### config.mk
export PLATFORM = sky130hd
export DESIGN_NAME = dpc_core
export DESIGN_NICKNAME = d
export VERILOG_FILES = /design/src/dpc_pkg.sv /design/src/dpc_row_counter.sv /design/src/dpc_core.sv
export SDC_FILE = /design/constraint.sdc
export NUM_CORES = 1
export LEC_CHECK = 0
export BUFFER_PORTS_ARGS = -buffer_cell sky130_fd_sc_hd__buf_2
export CAP_MARGIN = 30
export CORE_MARGIN = 2
export CORE_UTILIZATION = 47
export CTS_BUF_LIST = sky130_fd_sc_hd__clkbuf_8
export CTS_CLUSTER_SIZE = 12
export DETAILED_ROUTE_END_ITERATION = 6
export GPL_ROUTABILITY_DRIVEN = 0
export PLACE_DENSITY = 0.63
export SLEW_MARGIN = 15
export SYNTH_ARGS = -nofsm -noshare
export SYNTH_HDL_FRONTEND = slang
export SYNTH_SLANG_ARGS = --single-unit
### constraint.sdc
create_clock -name clk_i -period 3.8 [get_ports clk_i]
set_input_delay 0 -clock clk_i [delete_from_list [all_inputs] [get_ports clk_i]]
set_output_delay 0 -clock clk_i [all_outputs]
set_load 0.005 [all_outputs]
### src/dpc_pkg.sv
// package: constants and types for the ddr2 power and refresh command tracker
`default_nettype none
package dpc_pkg;
  // command codes as {ras_n, cas_n, we_n} with cs_n low
  localparam logic [2:0] CMD_MRS = 3'h0;
  localparam logic [2:0] CMD_REF = 3'h1;
  localparam logic [2:0] CMD_PRE = 3'h2;
  localparam logic [2:0] CMD_ACT = 3'h3;
  localparam logic [2:0] CMD_WR = 3'h4;
  localparam logic [2:0] CMD_RD = 3'h5;
  localparam logic [2:0] CMD_NOP = 3'h7;
  localparam int NUM_BANKS = 4;
  localparam int BANK_W = 2;
  localparam int ROW_W = 13; // 8192 rows
  localparam int APD_SLOW_BIT = 12; // mode bit selecting slow active exit
  // internal refresh timing
  localparam int RFC_NS = 105;
  localparam int CLK_PERIOD_PS = 5000;
  localparam int RFC_CYC = (RFC_NS * 1000 + CLK_PERIOD_PS - 1) / CLK_PERIOD_PS;
  localparam int SELF_REF_US = 7;
  localparam int SELF_REF_CYC = SELF_REF_US * 1000000 / CLK_PERIOD_PS; // longest, round down
  localparam int CNT_W = 16;
  localparam logic [CNT_W-1:0] CNT_ZERO = 16'h0000;
  localparam logic [ROW_W-1:0] ROW_RESET = 13'h0000;
  localparam logic [NUM_BANKS-1:0] BANKS_IDLE = 4'h0;
  typedef enum logic [2:0] {
    DPC_IDLE, DPC_ACTIVE, DPC_REFRESH, DPC_SELF_REF, DPC_PDN_PRE, DPC_PDN_ACT
  } dpc_state_e;
endpackage : dpc_pkg
`default_nettype wire

### src/dpc_row_counter.sv
// module: internal refresh row address counter
`timescale 1ns/1ps
`default_nettype none
module dpc_row_counter (
  input wire logic clk_i,
  input wire logic reset_i,
  input wire logic step_i,
  output logic [dpc_pkg::ROW_W-1:0] row_o
);
  logic [dpc_pkg::ROW_W-1:0] row_q;
  logic [dpc_pkg::ROW_W-1:0] row_d;

  // wraps through every row; next refresh takes the next row
  always_comb begin
    row_d = row_q;
    if (step_i) begin
      row_d = row_q + 13'h0001;
    end
  end

  always_ff @(posedge clk_i) begin
    if (reset_i) begin
      row_q <= dpc_pkg::ROW_RESET;
    end else begin
      row_q <= row_d;
    end
  end

  assign row_o = row_q;
endmodule : dpc_row_counter
`default_nettype wire

### src/dpc_core.sv
// module: ddr2 command decoder for refresh, self-refresh and power-down
`timescale 1ns/1ps
`default_nettype none
// Overview of operation
// RULE_01: after auto-precharge, commands to other banks are accepted.
// RULE_02: controller spaces commands after auto-precharge per timing table.
// RULE_03: controller refreshes every row within any 64 ms window.
// RULE_04: controller averages one refresh per 7.8 us for 8192 rows.
// RULE_05: cs, ras, cas low, we high, cke high is auto-refresh; internal row.
// RULE_06: controller refreshes only after all banks precharged for precharge time.
// RULE_07: refresh leaves banks idle; controller waits refresh cycle time.
// RULE_08: controller postpones at most eight refreshes, gap under nine intervals.
// RULE_09: refresh command with cke falling enters self-refresh; banks idle.
// RULE_10: controller turns termination off before self-refresh and after exit delay.
// RULE_11: self-refresh ignores all but cke and refreshes from internal timer.
// RULE_12: controller may stop clock after entry, restarts before exit.
// RULE_13: controller holds cke high with nop during exit delay.
// RULE_14: controller waits read-exit delay for reads, non-read delay otherwise.
// RULE_15: cke registered low with nop or deselect enters power-down.
// RULE_16: cke may fall during activation, precharge, mode command or refresh.
// RULE_17: idle banks give precharge power-down, else active; bit 12 picks exit.
// RULE_18: power-down gates buffers; dll off except fast-exit active power-down.
// RULE_19: controller leaves power-down within nine refresh intervals.
// RULE_20: cke registered high with nop or deselect exits power-down.
// RULE_21: controller waits read latency plus half burst before active power-down.
// RULE_22: controller delays power-down after writes by the write recovery sums.
// RULE_23: power-down allowed after precharge, refresh or mode command.
// RULE_24: nop and deselect do nothing and end no running operation.
// RULE_25: controller keeps a postponed-refresh counter to force refreshes.
module dpc_core (
  input wire logic clk_i,
  input wire logic reset_i,
  input wire logic cke_i,
  input wire logic cs_n_i,
  input wire logic ras_n_i,
  input wire logic cas_n_i,
  input wire logic we_n_i,
  input wire logic [dpc_pkg::BANK_W-1:0] bank_i,
  input wire logic ap_i,
  input wire logic mode_bit_i,
  output logic [dpc_pkg::NUM_BANKS-1:0] bank_open_o,
  output logic refresh_busy_o,
  output logic self_refresh_o,
  output logic power_down_o,
  output logic buffers_on_o,
  output logic dll_on_o,
  output logic refresh_strobe_o,
  output logic [dpc_pkg::ROW_W-1:0] refresh_row_o
);
  // pin synchronisers: two stages before decode
  logic [7:0] pin_s1_q;
  logic [7:0] pin_s2_q;
  logic [7:0] pin_raw;
  logic cke_prev_q;
  logic [dpc_pkg::BANK_W-1:0] bank_s1_q;
  logic [dpc_pkg::BANK_W-1:0] bank_s2_q;

  assign pin_raw = {mode_bit_i, ap_i, cke_i, cs_n_i, ras_n_i, cas_n_i, we_n_i, 1'b0};

  always_ff @(posedge clk_i) begin
    if (reset_i) begin
      // nop with cke low, the pins' power-up level, so no false cke edge follows reset
      pin_s1_q <= 8'h0e;
      pin_s2_q <= 8'h0e;
      bank_s1_q <= 2'h0;
      bank_s2_q <= 2'h0;
      cke_prev_q <= 1'b0;
    end else begin
      pin_s1_q <= pin_raw;
      pin_s2_q <= pin_s1_q;
      bank_s1_q <= bank_i;
      bank_s2_q <= bank_s1_q;
      cke_prev_q <= pin_s2_q[5];
    end
  end

  logic cke;
  logic cs_n;
  logic [2:0] cmd;
  logic sel;
  logic apd_slow_q;
  logic apd_slow_d;
  assign cke = pin_s2_q[5];
  assign cs_n = pin_s2_q[4];
  assign cmd = pin_s2_q[3:1];
  // nop or deselect both count as no command
  assign sel = !cs_n && (cmd != dpc_pkg::CMD_NOP); // [RULE_24]

  dpc_pkg::dpc_state_e state_q;
  dpc_pkg::dpc_state_e state_d;
  logic [dpc_pkg::NUM_BANKS-1:0] open_q;
  logic [dpc_pkg::NUM_BANKS-1:0] open_d;
  logic [dpc_pkg::CNT_W-1:0] rfc_q;
  logic [dpc_pkg::CNT_W-1:0] rfc_d;
  logic [dpc_pkg::CNT_W-1:0] sr_q;
  logic [dpc_pkg::CNT_W-1:0] sr_d;
  logic step;

  // next-state decode; gating on cke_prev models the previous-cycle column
  always_comb begin
    state_d = state_q;
    open_d = open_q;
    rfc_d = (rfc_q != dpc_pkg::CNT_ZERO) ? rfc_q - 16'h0001 : rfc_q;
    sr_d = sr_q;
    apd_slow_d = apd_slow_q;
    step = 1'b0;
    unique case (state_q)
      dpc_pkg::DPC_IDLE, dpc_pkg::DPC_ACTIVE, dpc_pkg::DPC_REFRESH: begin
        if (cke_prev_q && sel && cmd == dpc_pkg::CMD_REF && cke) begin
          state_d = dpc_pkg::DPC_REFRESH; // [RULE_05]
          rfc_d = 16'(dpc_pkg::RFC_CYC);
          step = 1'b1;
        end else if (cke_prev_q && sel && cmd == dpc_pkg::CMD_REF && !cke) begin
          state_d = dpc_pkg::DPC_SELF_REF; // [RULE_09]
          sr_d = 16'(dpc_pkg::SELF_REF_CYC);
          step = 1'b1;
        end else if (cke_prev_q && !cke && !sel) begin
          // entry allowed even mid-refresh or mid-precharge
          state_d = (open_q == dpc_pkg::BANKS_IDLE) ? dpc_pkg::DPC_PDN_PRE
                                                    : dpc_pkg::DPC_PDN_ACT; // [RULE_15] [RULE_16] [RULE_17] [RULE_23]
        end else if (cke_prev_q && cke && sel) begin
          // other-bank commands pass untouched during auto-precharge
          if (cmd == dpc_pkg::CMD_ACT) begin
            open_d[bank_s2_q] = 1'b1; // [RULE_01]
          end else if (cmd == dpc_pkg::CMD_PRE) begin
            if (pin_s2_q[6]) begin
              open_d = dpc_pkg::BANKS_IDLE;
            end else begin
              open_d[bank_s2_q] = 1'b0;
            end
          end else if ((cmd == dpc_pkg::CMD_RD || cmd == dpc_pkg::CMD_WR) && pin_s2_q[6]) begin
            open_d[bank_s2_q] = 1'b0; // [RULE_01]
          end else if (cmd == dpc_pkg::CMD_MRS && bank_s2_q == 2'h0) begin
            apd_slow_d = pin_s2_q[7];
          end
          if (state_d != dpc_pkg::DPC_REFRESH) begin
            state_d = (open_d == dpc_pkg::BANKS_IDLE) ? dpc_pkg::DPC_IDLE
                                                      : dpc_pkg::DPC_ACTIVE;
          end
        end
        if (state_q == dpc_pkg::DPC_REFRESH && rfc_q == 16'h0001) begin
          state_d = dpc_pkg::DPC_IDLE; // [RULE_07]
          open_d = dpc_pkg::BANKS_IDLE;
        end
      end
      dpc_pkg::DPC_SELF_REF: begin
        // only cke is heard; internal timer keeps rows alive
        sr_d = sr_q - 16'h0001; // [RULE_11]
        if (sr_q == 16'h0001) begin
          sr_d = 16'(dpc_pkg::SELF_REF_CYC);
          step = 1'b1;
        end
        if (cke) begin
          state_d = dpc_pkg::DPC_IDLE;
          open_d = dpc_pkg::BANKS_IDLE;
        end
      end
      dpc_pkg::DPC_PDN_PRE, dpc_pkg::DPC_PDN_ACT: begin
        if (cke && !sel) begin
          state_d = (open_q == dpc_pkg::BANKS_IDLE) ? dpc_pkg::DPC_IDLE
                                                    : dpc_pkg::DPC_ACTIVE; // [RULE_20]
        end
      end
    endcase
  end

  always_ff @(posedge clk_i) begin
    if (reset_i) begin
      state_q <= dpc_pkg::DPC_IDLE;
      open_q <= dpc_pkg::BANKS_IDLE;
      rfc_q <= dpc_pkg::CNT_ZERO;
      sr_q <= dpc_pkg::CNT_ZERO;
      apd_slow_q <= 1'b0;
    end else begin
      state_q <= state_d;
      open_q <= open_d;
      rfc_q <= rfc_d;
      sr_q <= sr_d;
      apd_slow_q <= apd_slow_d;
    end
  end

  // registered status outputs
  logic busy_q;
  logic self_q;
  logic pdn_q;
  logic buf_q;
  logic dll_q;
  logic strobe_q;
  logic busy_d;
  logic self_d;
  logic pdn_d;
  logic buf_d;
  logic dll_d;

  always_comb begin
    // a refresh keeps running after cke falls, so busy follows the cycle counter
    busy_d = (rfc_d != dpc_pkg::CNT_ZERO); // [RULE_16]
    self_d = (state_d == dpc_pkg::DPC_SELF_REF);
    pdn_d = (state_d == dpc_pkg::DPC_PDN_PRE) || (state_d == dpc_pkg::DPC_PDN_ACT);
    // buffers off in any low-power state to save power
    buf_d = !(pdn_d || self_d); // [RULE_18]
    dll_d = !(self_d || state_d == dpc_pkg::DPC_PDN_PRE
              || (state_d == dpc_pkg::DPC_PDN_ACT && apd_slow_q)); // [RULE_18] [RULE_17]
  end

  always_ff @(posedge clk_i) begin
    if (reset_i) begin
      busy_q <= 1'b0;
      self_q <= 1'b0;
      pdn_q <= 1'b0;
      buf_q <= 1'b1;
      dll_q <= 1'b1;
      strobe_q <= 1'b0;
    end else begin
      busy_q <= busy_d;
      self_q <= self_d;
      pdn_q <= pdn_d;
      buf_q <= buf_d;
      dll_q <= dll_d;
      strobe_q <= step;
    end
  end

  logic [dpc_pkg::ROW_W-1:0] row_w;
  // row address never taken from pins
  dpc_row_counter u_rows (
    .clk_i(clk_i),
    .reset_i(reset_i),
    .step_i(step),
    .row_o(row_w)
  ); // [RULE_05]

  assign bank_open_o = open_q;
  assign refresh_busy_o = busy_q;
  assign self_refresh_o = self_q;
  assign power_down_o = pdn_q;
  assign buffers_on_o = buf_q;
  assign dll_on_o = dll_q;
  assign refresh_strobe_o = strobe_q;
  assign refresh_row_o = row_w;

  chk_ref_idle: assert property (@(posedge clk_i) disable iff (reset_i) // [RULE_07]
    state_q == dpc_pkg::DPC_REFRESH && rfc_q == 16'h0001 |=> open_q == 4'h0)
    else $error("banks not idle after refresh");
  chk_self_entry: assert property (@(posedge clk_i) disable iff (reset_i) // [RULE_09]
    state_q == dpc_pkg::DPC_IDLE && cke_prev_q && !cke && sel && cmd == dpc_pkg::CMD_REF
    |=> self_refresh_o && !buffers_on_o)
    else $error("self refresh not entered");
  chk_self_hold: assert property (@(posedge clk_i) disable iff (reset_i) // [RULE_11]
    state_q == dpc_pkg::DPC_SELF_REF && !cke |=> state_q == dpc_pkg::DPC_SELF_REF)
    else $error("self refresh left while cke low");
  chk_pdn_entry: assert property (@(posedge clk_i) disable iff (reset_i) // [RULE_15]
    (state_q == dpc_pkg::DPC_IDLE || state_q == dpc_pkg::DPC_ACTIVE) && cke_prev_q && !cke && !sel
    |=> power_down_o)
    else $error("power down not entered");
  chk_busy_pdn: assert property (@(posedge clk_i) disable iff (reset_i) // [RULE_16]
    state_q == dpc_pkg::DPC_REFRESH && cke_prev_q && !cke && !sel && rfc_q > 16'h0001
    |=> power_down_o && refresh_busy_o)
    else $error("refresh cut by power down");
  chk_pdn_exit: assert property (@(posedge clk_i) disable iff (reset_i) // [RULE_20]
    power_down_o && $rose(cke) && !sel |=> !power_down_o)
    else $error("power down not exited");
  chk_dll_mode: assert property (@(posedge clk_i) disable iff (reset_i) // [RULE_18]
    state_q == dpc_pkg::DPC_PDN_ACT && !apd_slow_q |=> ##[0:1] dll_on_o || !power_down_o)
    else $error("dll off in fast exit");
  chk_ref_strobe: assert property (@(posedge clk_i) disable iff (reset_i) // [RULE_05]
    $rose(refresh_busy_o) |-> strobe_q && refresh_row_o == $past(refresh_row_o) + 13'h0001)
    else $error("refresh row not advanced");
  chk_nop_hold: assert property (@(posedge clk_i) disable iff (reset_i) // [RULE_24]
    state_q == dpc_pkg::DPC_REFRESH && !sel && cke && rfc_q > 16'h0001
    |=> state_q == dpc_pkg::DPC_REFRESH)
    else $error("nop ended refresh");
endmodule : dpc_core
`default_nettype wire

==> results of run 1 <==
power groups by stage:
stage	registers (W)	clock network, W	logic [W]
floorplan	0.000980	0	0.000565
global placement	0.00101	0	0.000672
detailed placement	0.00102	0	0.000677
CTS	0.000998	0.000660	0.000689
global route	0.00101	0.000698	0.000776
finish	0.00100	0.000640	0.000696
area by class of cell:
type | count | area (um^2) | area share
clock inverters | 5 | 57.6 | 0.0131
flip-flops and latches | 78 | 1560 | 0.355
inverters | 15 | 56.3 | 0.0128
multi-input cells | 345 | 2170 | 0.494
repair buffers | 44 | 270 | 0.0614
clock buffers | 11 | 151 | 0.0344
well taps | 105 | 131 | 0.0299
worst min-delay path: stages:
cell    delay, ps
buf_2          90
buf_4         310
nor2_1        150
state kept, by name, indices dropped and copies added (netlist names):
name,count
rfc_q,16
sr_q,16
u_rows.row_o,13
pin_s1_q,7
pin_s2_q,7
bank_open_o,4
state_q,3
bank_s1_q,2
bank_s2_q,2
apd_slow_q,1
buffers_on_o,1
cke_prev_q,1
dll_on_o,1
power_down_o,1
refresh_busy_o,1
refresh_strobe_o,1
self_refresh_o,1
worst max path at each step:
stage	start	end	slack, ps	cells past startpoint
after global routing	rfc_q[7]	dll_on_o	900	6
after detailed placement	rfc_q[7]	dll_on_o	1270	6
final	rfc_q[7]	dll_on_o	1270	6
after CTS	rfc_q[7]	dll_on_o	1250	6
after floorplan	sr_q[6]	u_rows.row_o[11]	1410	7
after global placement	sr_q[6]	u_rows.row_o[11]	1340	6
metal layers:
metal	up-vias	track usage	part of all wire
li1	1763	-	-
met1	1653	0.286	0.48
met2	79	0.330	0.48
met3	8	0.0351	0.041
met4	0	0.0894	0.0085
met5	-	0	0
kinds of logic after synthesis:
logic type,Yosys count
flops,78
buf+inv,39
simple gates,189
compound gates,127
xor+xnor,19
fa+ha+maj,5
mux,5
per-stage QoR:
stage | hold WS [ps] | utilization | cells
after floorplan | 104 | - | 462
after global placement | 185 | 0.504 | 578
after detailed placement | 186 | 0.504 | 578
after CTS | 243 | 0.541 | 603
after global routing | 283 | 0.541 | 603
final | 246 | 0.541 | 603
repair_timing:
action / CTS / global route
hold buffers: 9 / 0
buffers inserted: 0 / 0
hold endpoints to repair: 9 / 0
synth_stat cells (3+ instances only):
library cell / number / area share
and2_1: 4 / 0.0064
nand2_1: 23 / 0.022
dfxtp_1: 78 / 0.40
clkbuf_1: 20 / 0.019
nand3_1: 12 / 0.015
nand4_1: 8 / 0.013
mux2i_1: 3 / 0.0077
o21ai_0: 24 / 0.031
or3_1: 6 / 0.0097
a21o_1: 5 / 0.0097
a211oi_1: 5 / 0.0097
nand2b_1: 8 / 0.013
o21a_1: 4 / 0.0077
a21oi_1: 31 / 0.040
nor3_1: 18 / 0.023
nor4_1: 9 / 0.014
nor2_1: 47 / 0.045
xnor2_1: 12 / 0.027
xor2_1: 7 / 0.016
o31ai_1: 3 / 0.0058
a311oi_1: 11 / 0.025
nor2b_1: 20 / 0.032
o41ai_1: 5 / 0.011
a31oi_1: 13 / 0.021
o31a_1: 3 / 0.0068
or4_1: 4 / 0.0077
or2_2: 11 / 0.018
ha_1: 5 / 0.016
inv_1: 15 / 0.014
==> metrics.md, run 1 <==
| Metric | Value |
|---|---|
| Synth cell types | `66` |
| Post-synth EDFFs | `0` |
| Placement Setup Slack | `roughly 1300 ps` |
| Largest delay share family, worst path | `compound AO/OA/AOI/OAI gates` |
| Worst EP required | `approximately 4000 ps` |
| Crit Reg-Reg Endpoint | `dll_on_o` |
| Initial antenna violation count | `0` |
| PwrDens | `around 530 mW/mm^2` |
| Design Area, Final | `about 0.0044 mm^2` |
| GRT Util Overall | `0.211` |
| Synth Area per Inst | `approximately 8.4 um^2` |
| Seq/Total Area, Yosys | `0.402` |
| Layout cell share with drive strength beyond 1 | `0.143` |
| HPWL after DPL | `6.01 mm` |
| Outcome | `completed` |
| First-pass GRT wire length | `15.2 mm` |
| Worst min-delay path category | `in -> reg` |
| Adder-cell share of the synthesized area | `0.0161` |
| Crit-path max cell delay | `around 590 ps` |
| Seq pwr share | `0.428` |
| Final hold violation count | `0` |
| Post-cts sizing count | `0` |
| Clock share of power | `0.274` |
| Vias in the first global route | `3253` |
| Logic gate share of total power | `0.298` |
| Max transition margin | `0.462` |
| Global route overflow | `0` |
| Clk sinks | `between 70 and 80` |
| Total Neg Setup Slack | `0 ps` |
| Crit path DAT | `between 2000 and 3000 ps` |
| Skew final | `between 15 and 20 ps` |
| Crit path max-delay cell type | `or4_1` |
| Top FF cell, synth | `dfxtp_1` |
| Commonest non-fill, non-tap cell in the layout | `dfxtp_1` |
| Drt via density | `~5.8` |
| Multiplexer area fraction after synthesis | `0.0135` |
| Pwr Total | `approximately 0.0023 W` |
| Initial Util | `0.478` |
| Worst-skew pair later-pin latency | `between 300 and 400 ps` |
| Hold EP | `cke_prev_q` |
| R2r worst-path depth | `6` |
| CP endpoint kind | `flip-flop` |
| Chip height | `roughly 95 um` |
| Worst reg2reg startpoint | `rfc_q[7]` |
| # rows | `33` |
| # DRC | `0` |
| Avg WL per Cell | `14.7 um` |
| Mapped Cells | `around 460` |
| Max frequency | `about 0.4 GHz` |
| Final nets | `slightly above 500` |
| Critical path class | `reg -> reg` |
| CTS H-tree lvls | `3` |
| CTS root buf | `clkbuf_8` |
| Ys Warns | `0` |
| Port buffer count | `33` |
| Vias | `3503` |
| Crit start category | `flip-flop` |
| Slew Viols, Final | `0` |
| Antenna cells | `0` |
| Simple logic cell fraction of the synthesized area | `0.268` |
| DRT iter0 DRCs | `roughly 200` |
| RSZ-0062 raised after global routing | `no` |
| Max cap viols | `0` |
| Bufs and invs on worst path | `0` |
| Drt first pass iters | `4` |
| Clock Tree Buf Depth | `2` |
| Die width | `approximately 95 um` |
| Core box area | `roughly 0.008 mm^2` |
| Final Cycle Share | `0.667` |
| Hold Path Origin | `reset_i` |
| Pleak | `1.69 nW` |
| IO Pins | `34` |
| Die ar. | `about 0.009 mm^2` |
| Final ANT Viol Nets | `0` |
| Fillers | `roughly 760` |
| Worst path cell trace | `or4_1 > nor3_1 > a311oi_1 > o21a_1 > a2111oi_0 > a22oi_1` |
| Mapped Area | `0.00389 mm^2` |
| R2r setup slk | `between 1000 and 1500 ps` |
| Worst Tran Pin Value | `between 800 and 900 ps` |
| Largest net degree at the start of global routing | `65` |
| WHS Path Cells | `3` |
| Internal power | `approximately 0.0015 W` |
| Commonest cells after routing, fill and taps aside | `dfxtp_1, nor2_1, buf_2` |
| Yosys reg bits | `between 70 and 80` |
| Switching power | `0.000805 W` |
| Area Overhead vs Synth | `13.2%` |
| Syn nets | `about 480` |
| Largest family of logic cells by synthesized area | `simple AND/OR/NAND/NOR gates` |
| Ys async rst share | `0` |
| Crit path max fanout | `5` |
| Inserted Clock Buffers | `9` |
| Total routed wirelength | `slightly below 9 mm` |
| Compound-cell area share of the yosys netlist | `0.218` |
| Synth Area in XOR/XNOR | `0.0428` |
| CTS tree | `built` |
| Final setup vio count | `0` |
| Final min period | `around 2500 ps` |
| Worst setup slack after layout | `between 1000 and 1500 ps` |
| Placement Cell Area | `between 0.004 and 0.005 mm^2` |
| Worst VDD drop | `between 0.2 and 0.25 mV` |
| Clk slew on worst S/H paths | `around 80 ps` |
| Sw Share | `0.345` |
(Power assumes the default switching activity.)
==> run 2: changes to the inputs <==
--- a/config.mk
+++ b/config.mk
@@ -5,6 +5,7 @@
 export SDC_FILE = /design/constraint.sdc
 export NUM_CORES = 1
 export LEC_CHECK = 0
+export ABC_AREA = 1
 export BUFFER_PORTS_ARGS = -buffer_cell sky130_fd_sc_hd__buf_2
 export CAP_MARGIN = 30
 export CORE_MARGIN = 2
==> constraint.sdc (replaced) <==
create_clock -name clk_i -period 2.5 [get_ports clk_i]
set_input_delay 0 -clock clk_i [delete_from_list [all_inputs] [get_ports clk_i]]
set_output_delay 0 -clock clk_i [all_outputs]
set_load 0.005 [all_outputs]
==> run 2 against run 1 <==
Against the previous run:
- hold slack worse by 72 ps
- routed wire length grew 1.3%
- clock power grew 75%
- via count grew 7.3%
- non-clock buffer count decreased by 1
- final area increased by 5.7%
==> metrics.md, run 2 <==
| Metric | Value |
|---|---|
| Outcome | `completed` |
| GRT Util Overall | `0.199 (-0.0119)` |
| Final hold slack | `174 ps (-72.0 ps)` |
| Largest area contributor in the netlist | `dfxtp_1` |
| Final setup vio count | `0 (unchanged)` |
| First-pass GRT wire length | `15.5 mm (+2.0%)` |
| Area Overhead vs Synth | `14.5%` |
| Ys async rst share | `0 (unchanged)` |
| Worst EP required | `2730 ps (-1270 ps)` |
| CTS H-tree lvls | `3 (unchanged)` |
| Core box area | `0.00830 mm^2 (+2.0%)` |
| Top cell type's share of synthesized area | `0.385 (-0.0170)` |
| Syn nets | `617 (+29%)` |
| R2r setup slk | `290 ps (-970 ps)` |
| Final hold violation count | `0 (unchanged)` |
| RSZ-0062 raised after global routing | `no` |
| Clock Tree Buf Depth | `2 (unchanged)` |
| Crit path max fanout | `15 (+10)` |
| Crit path DAT | `2430 ps (-300 ps)` |
| Ys Warns | `0 (unchanged)` |
| Die width | `96.9 um (+2.1%)` |
| Top post-synthesis cells by count | `nand2_1, nor2_1, inv_1, dfxtp_1, nand3_1` |
| # rows | `33 (unchanged)` |
| PwrDens | `892 mW/mm^2 (+68%)` |
| Yosys reg bits | `78 (unchanged)` |
| Synth area leaders | `dfxtp_1, nand2_1, nor2_1` |
| # DRC | `0 (unchanged)` |
| Critical path class | `reg -> reg` |
| Max frequency | `0.453 GHz (+15%)` |
| Final ANT Viol Nets | `0 (unchanged)` |
| Finished Layout Cells | `755 (+25%)` |
| CTS root buf | `clkbuf_8` |
| Drt via density | `4.98 (-14%)` |
| Final min period | `2210 ps (-329 ps)` |
| Worst min-delay path category | `in -> reg` |
| Drt first pass iters | `4 (unchanged)` |
| Most common cell in the netlist | `nand2_1` |
| Worst VDD drop | `0.723 mV (+210%)` |
| HPWL after DPL | `6.47 mm (+7.7%)` |
| Mapped Area | `0.00406 mm^2 (+4.4%)` |
| CTS tree | `built` |
| Antenna cells | `0 (unchanged)` |
| Largest net degree at the start of global routing | `52 (-20%)` |
| CP endpoint kind | `flip-flop` |
| Global route overflow | `0 (unchanged)` |
| Die ar. | `0.00940 mm^2 (+4.2%)` |
| Total routed wirelength | `8.96 mm (+1.3%)` |
| Chip height | `96.9 um (+2.1%)` |
| Seq/Total Area, Yosys | `0.385 (-0.0170)` |
| Skew final | `5.39 ps (-11.3 ps)` |
| Pleak | `2.23 nW (+32%)` |
| Mapped Cells | `601 (+30%)` |
| Port buffer count | `33 (unchanged)` |
| IO Pins | `34 (unchanged)` |
| Worst-skew pair later-pin latency | `350 ps (about the same)` |
| Synth cell types | `45 (-32%)` |
| Initial Util | `0.489 (+0.0111)` |
| Commonest cells after routing, fill and taps aside | `nand2_1, nor2_1, inv_1` |
| Clk sinks | `78 (unchanged)` |
| Initial antenna violation count | `0 (unchanged)` |
| Vias in the first global route | `3647 (+12%)` |
| Final nets | `662 (+30%)` |
| Final Cycle Share | `0.882 (+0.215)` |
| Top FF cell, synth | `dfxtp_1` |
| Layout cell share with drive strength beyond 1 | `0.138 (-0.00411)` |
| DRT iter0 DRCs | `168 (-15%)` |
| Inserted Clock Buffers | `9 (unchanged)` |
| Hold Path Origin | `reset_i` |
| Synth Area per Inst | `6.76 um^2 (-20%)` |
| Worst Tran Pin Value | `546 ps (-260 ps)` |
| Total Neg Setup Slack | `0 ps (unchanged)` |
| Critical Path Start | `rfc_q[0]` |
| Max transition margin | `0.636 (+0.173)` |
| Post-synth EDFFs | `0 (unchanged)` |
| Worst reg2reg startpoint | `rfc_q[0]` |
| Vias | `3759 (+7.3%)` |
| Crit start category | `flip-flop` |
| Clk slew on worst S/H paths | `80 ps (about the same)` |
| Slew Viols, Final | `0 (unchanged)` |
| Commonest non-fill, non-tap cell in the layout | `nand2_1` |
| Max cap viols | `0 (unchanged)` |
| Avg WL per Cell | `11.9 um (-19%)` |
| Placed cell count | `731 (+26%)` |
==> run 2: cell types whose count changed in the layout (fill, tap and decap cells not counted), sizes merged, moves of 6 or more <==
cell    delta
a311oi    -11
a31oi      -9
inv       +81
nand2    +103
nand2b     -8
nand3     +40
nor2      +68
nor2b     -20
nor4       -6
xnor2     -10
==> run 2: stage by stage <==
stage / cell area, um^2 / power, W / setup slack [ps] / util
2_1_floorplan: 4060 / 0.00273 / 648 / -
3_3_place_gp: 4320 / 0.00298 / 336 / 0.520
3_5_place_dp: 4320 / 0.00301 / 257 / 0.520
4_1_cts: 4650 / 0.00416 / 227 / 0.560
5_1_grt: 4650 / 0.00445 / 79.9 / 0.560
6_report: 4650 / 0.00415 / 294 / 0.560
==> run 2: metal layers <==
| layer | vias up | share of wire | routed length [um] | track usage |
|---|---|---|---|---|
| met2 | 70 | 0.47 | 4220 | 0.339 |
| met3 | 14 | 0.032 | 287 | 0.0376 |
| met4 | 0 | 0.018 | 165 | 0.0910 |
| met5 | - | 0 | 0 | 0 |
| met1 | 1679 | 0.48 | 4280 | 0.242 |
| li1 | 1996 | - | - | - |
==> run 2: where the power goes <==
group,total [W],switching (W),internal (W)
logic,0.00154,0.000981,0.000555
clock network,0.00112,0.000441,0.000680
registers,0.00149,0.000116,0.00138
total,0.00415,0.00154,0.00261
==> run 2: worst max-delay path, cell delays in order (launching register included) <==
cell and delay, ps:
dfxtp_1 330, inv_1 130, ha_1 250, inv_1 120, nor3_4 310, nand2_4 190
o21ai_0 250, nand4_1 110, nor2_1 140, nand2_1 70, nor2_1 120, nor2_1 50
==> run 2: area by class of cell <==
type,instances,area (um^2)
clock buffers,10,138
clock inverters,5,98.8
flip-flops and latches,78,1560
fillers,808,3650
well taps,105,131
repair buffers,43,263
inverters,95,359
multi-input cells,419,2100
==> run 2: cell families after synthesis <==
logic type               Yosys count  synth area share
adder cells (fa/ha/maj)            5            0.0154
AO/OA/AOI/OAI                     70            0.0965
flip-flops                        78             0.385
buffers and inverters            104            0.0995
XOR/XNOR                           7            0.0151
AND/OR/NAND/NOR                  337             0.389
==> run 2: worst paths after layout <==
path / cells past startpoint / end
max: 11 / refresh_busy_o
min: 4 / u_rows.row_o[10]
max reg2reg: 11 / refresh_busy_o
min reg2reg: 2 / bank_s2_q[1]
==> run 2: what timing repair did <==
action,CTS,global route
buffers inserted,0,0
hold buffers,9,0
resized for setup,0,1
endpoints found under the hold margin,9,0
setup endpoints to repair,0,1
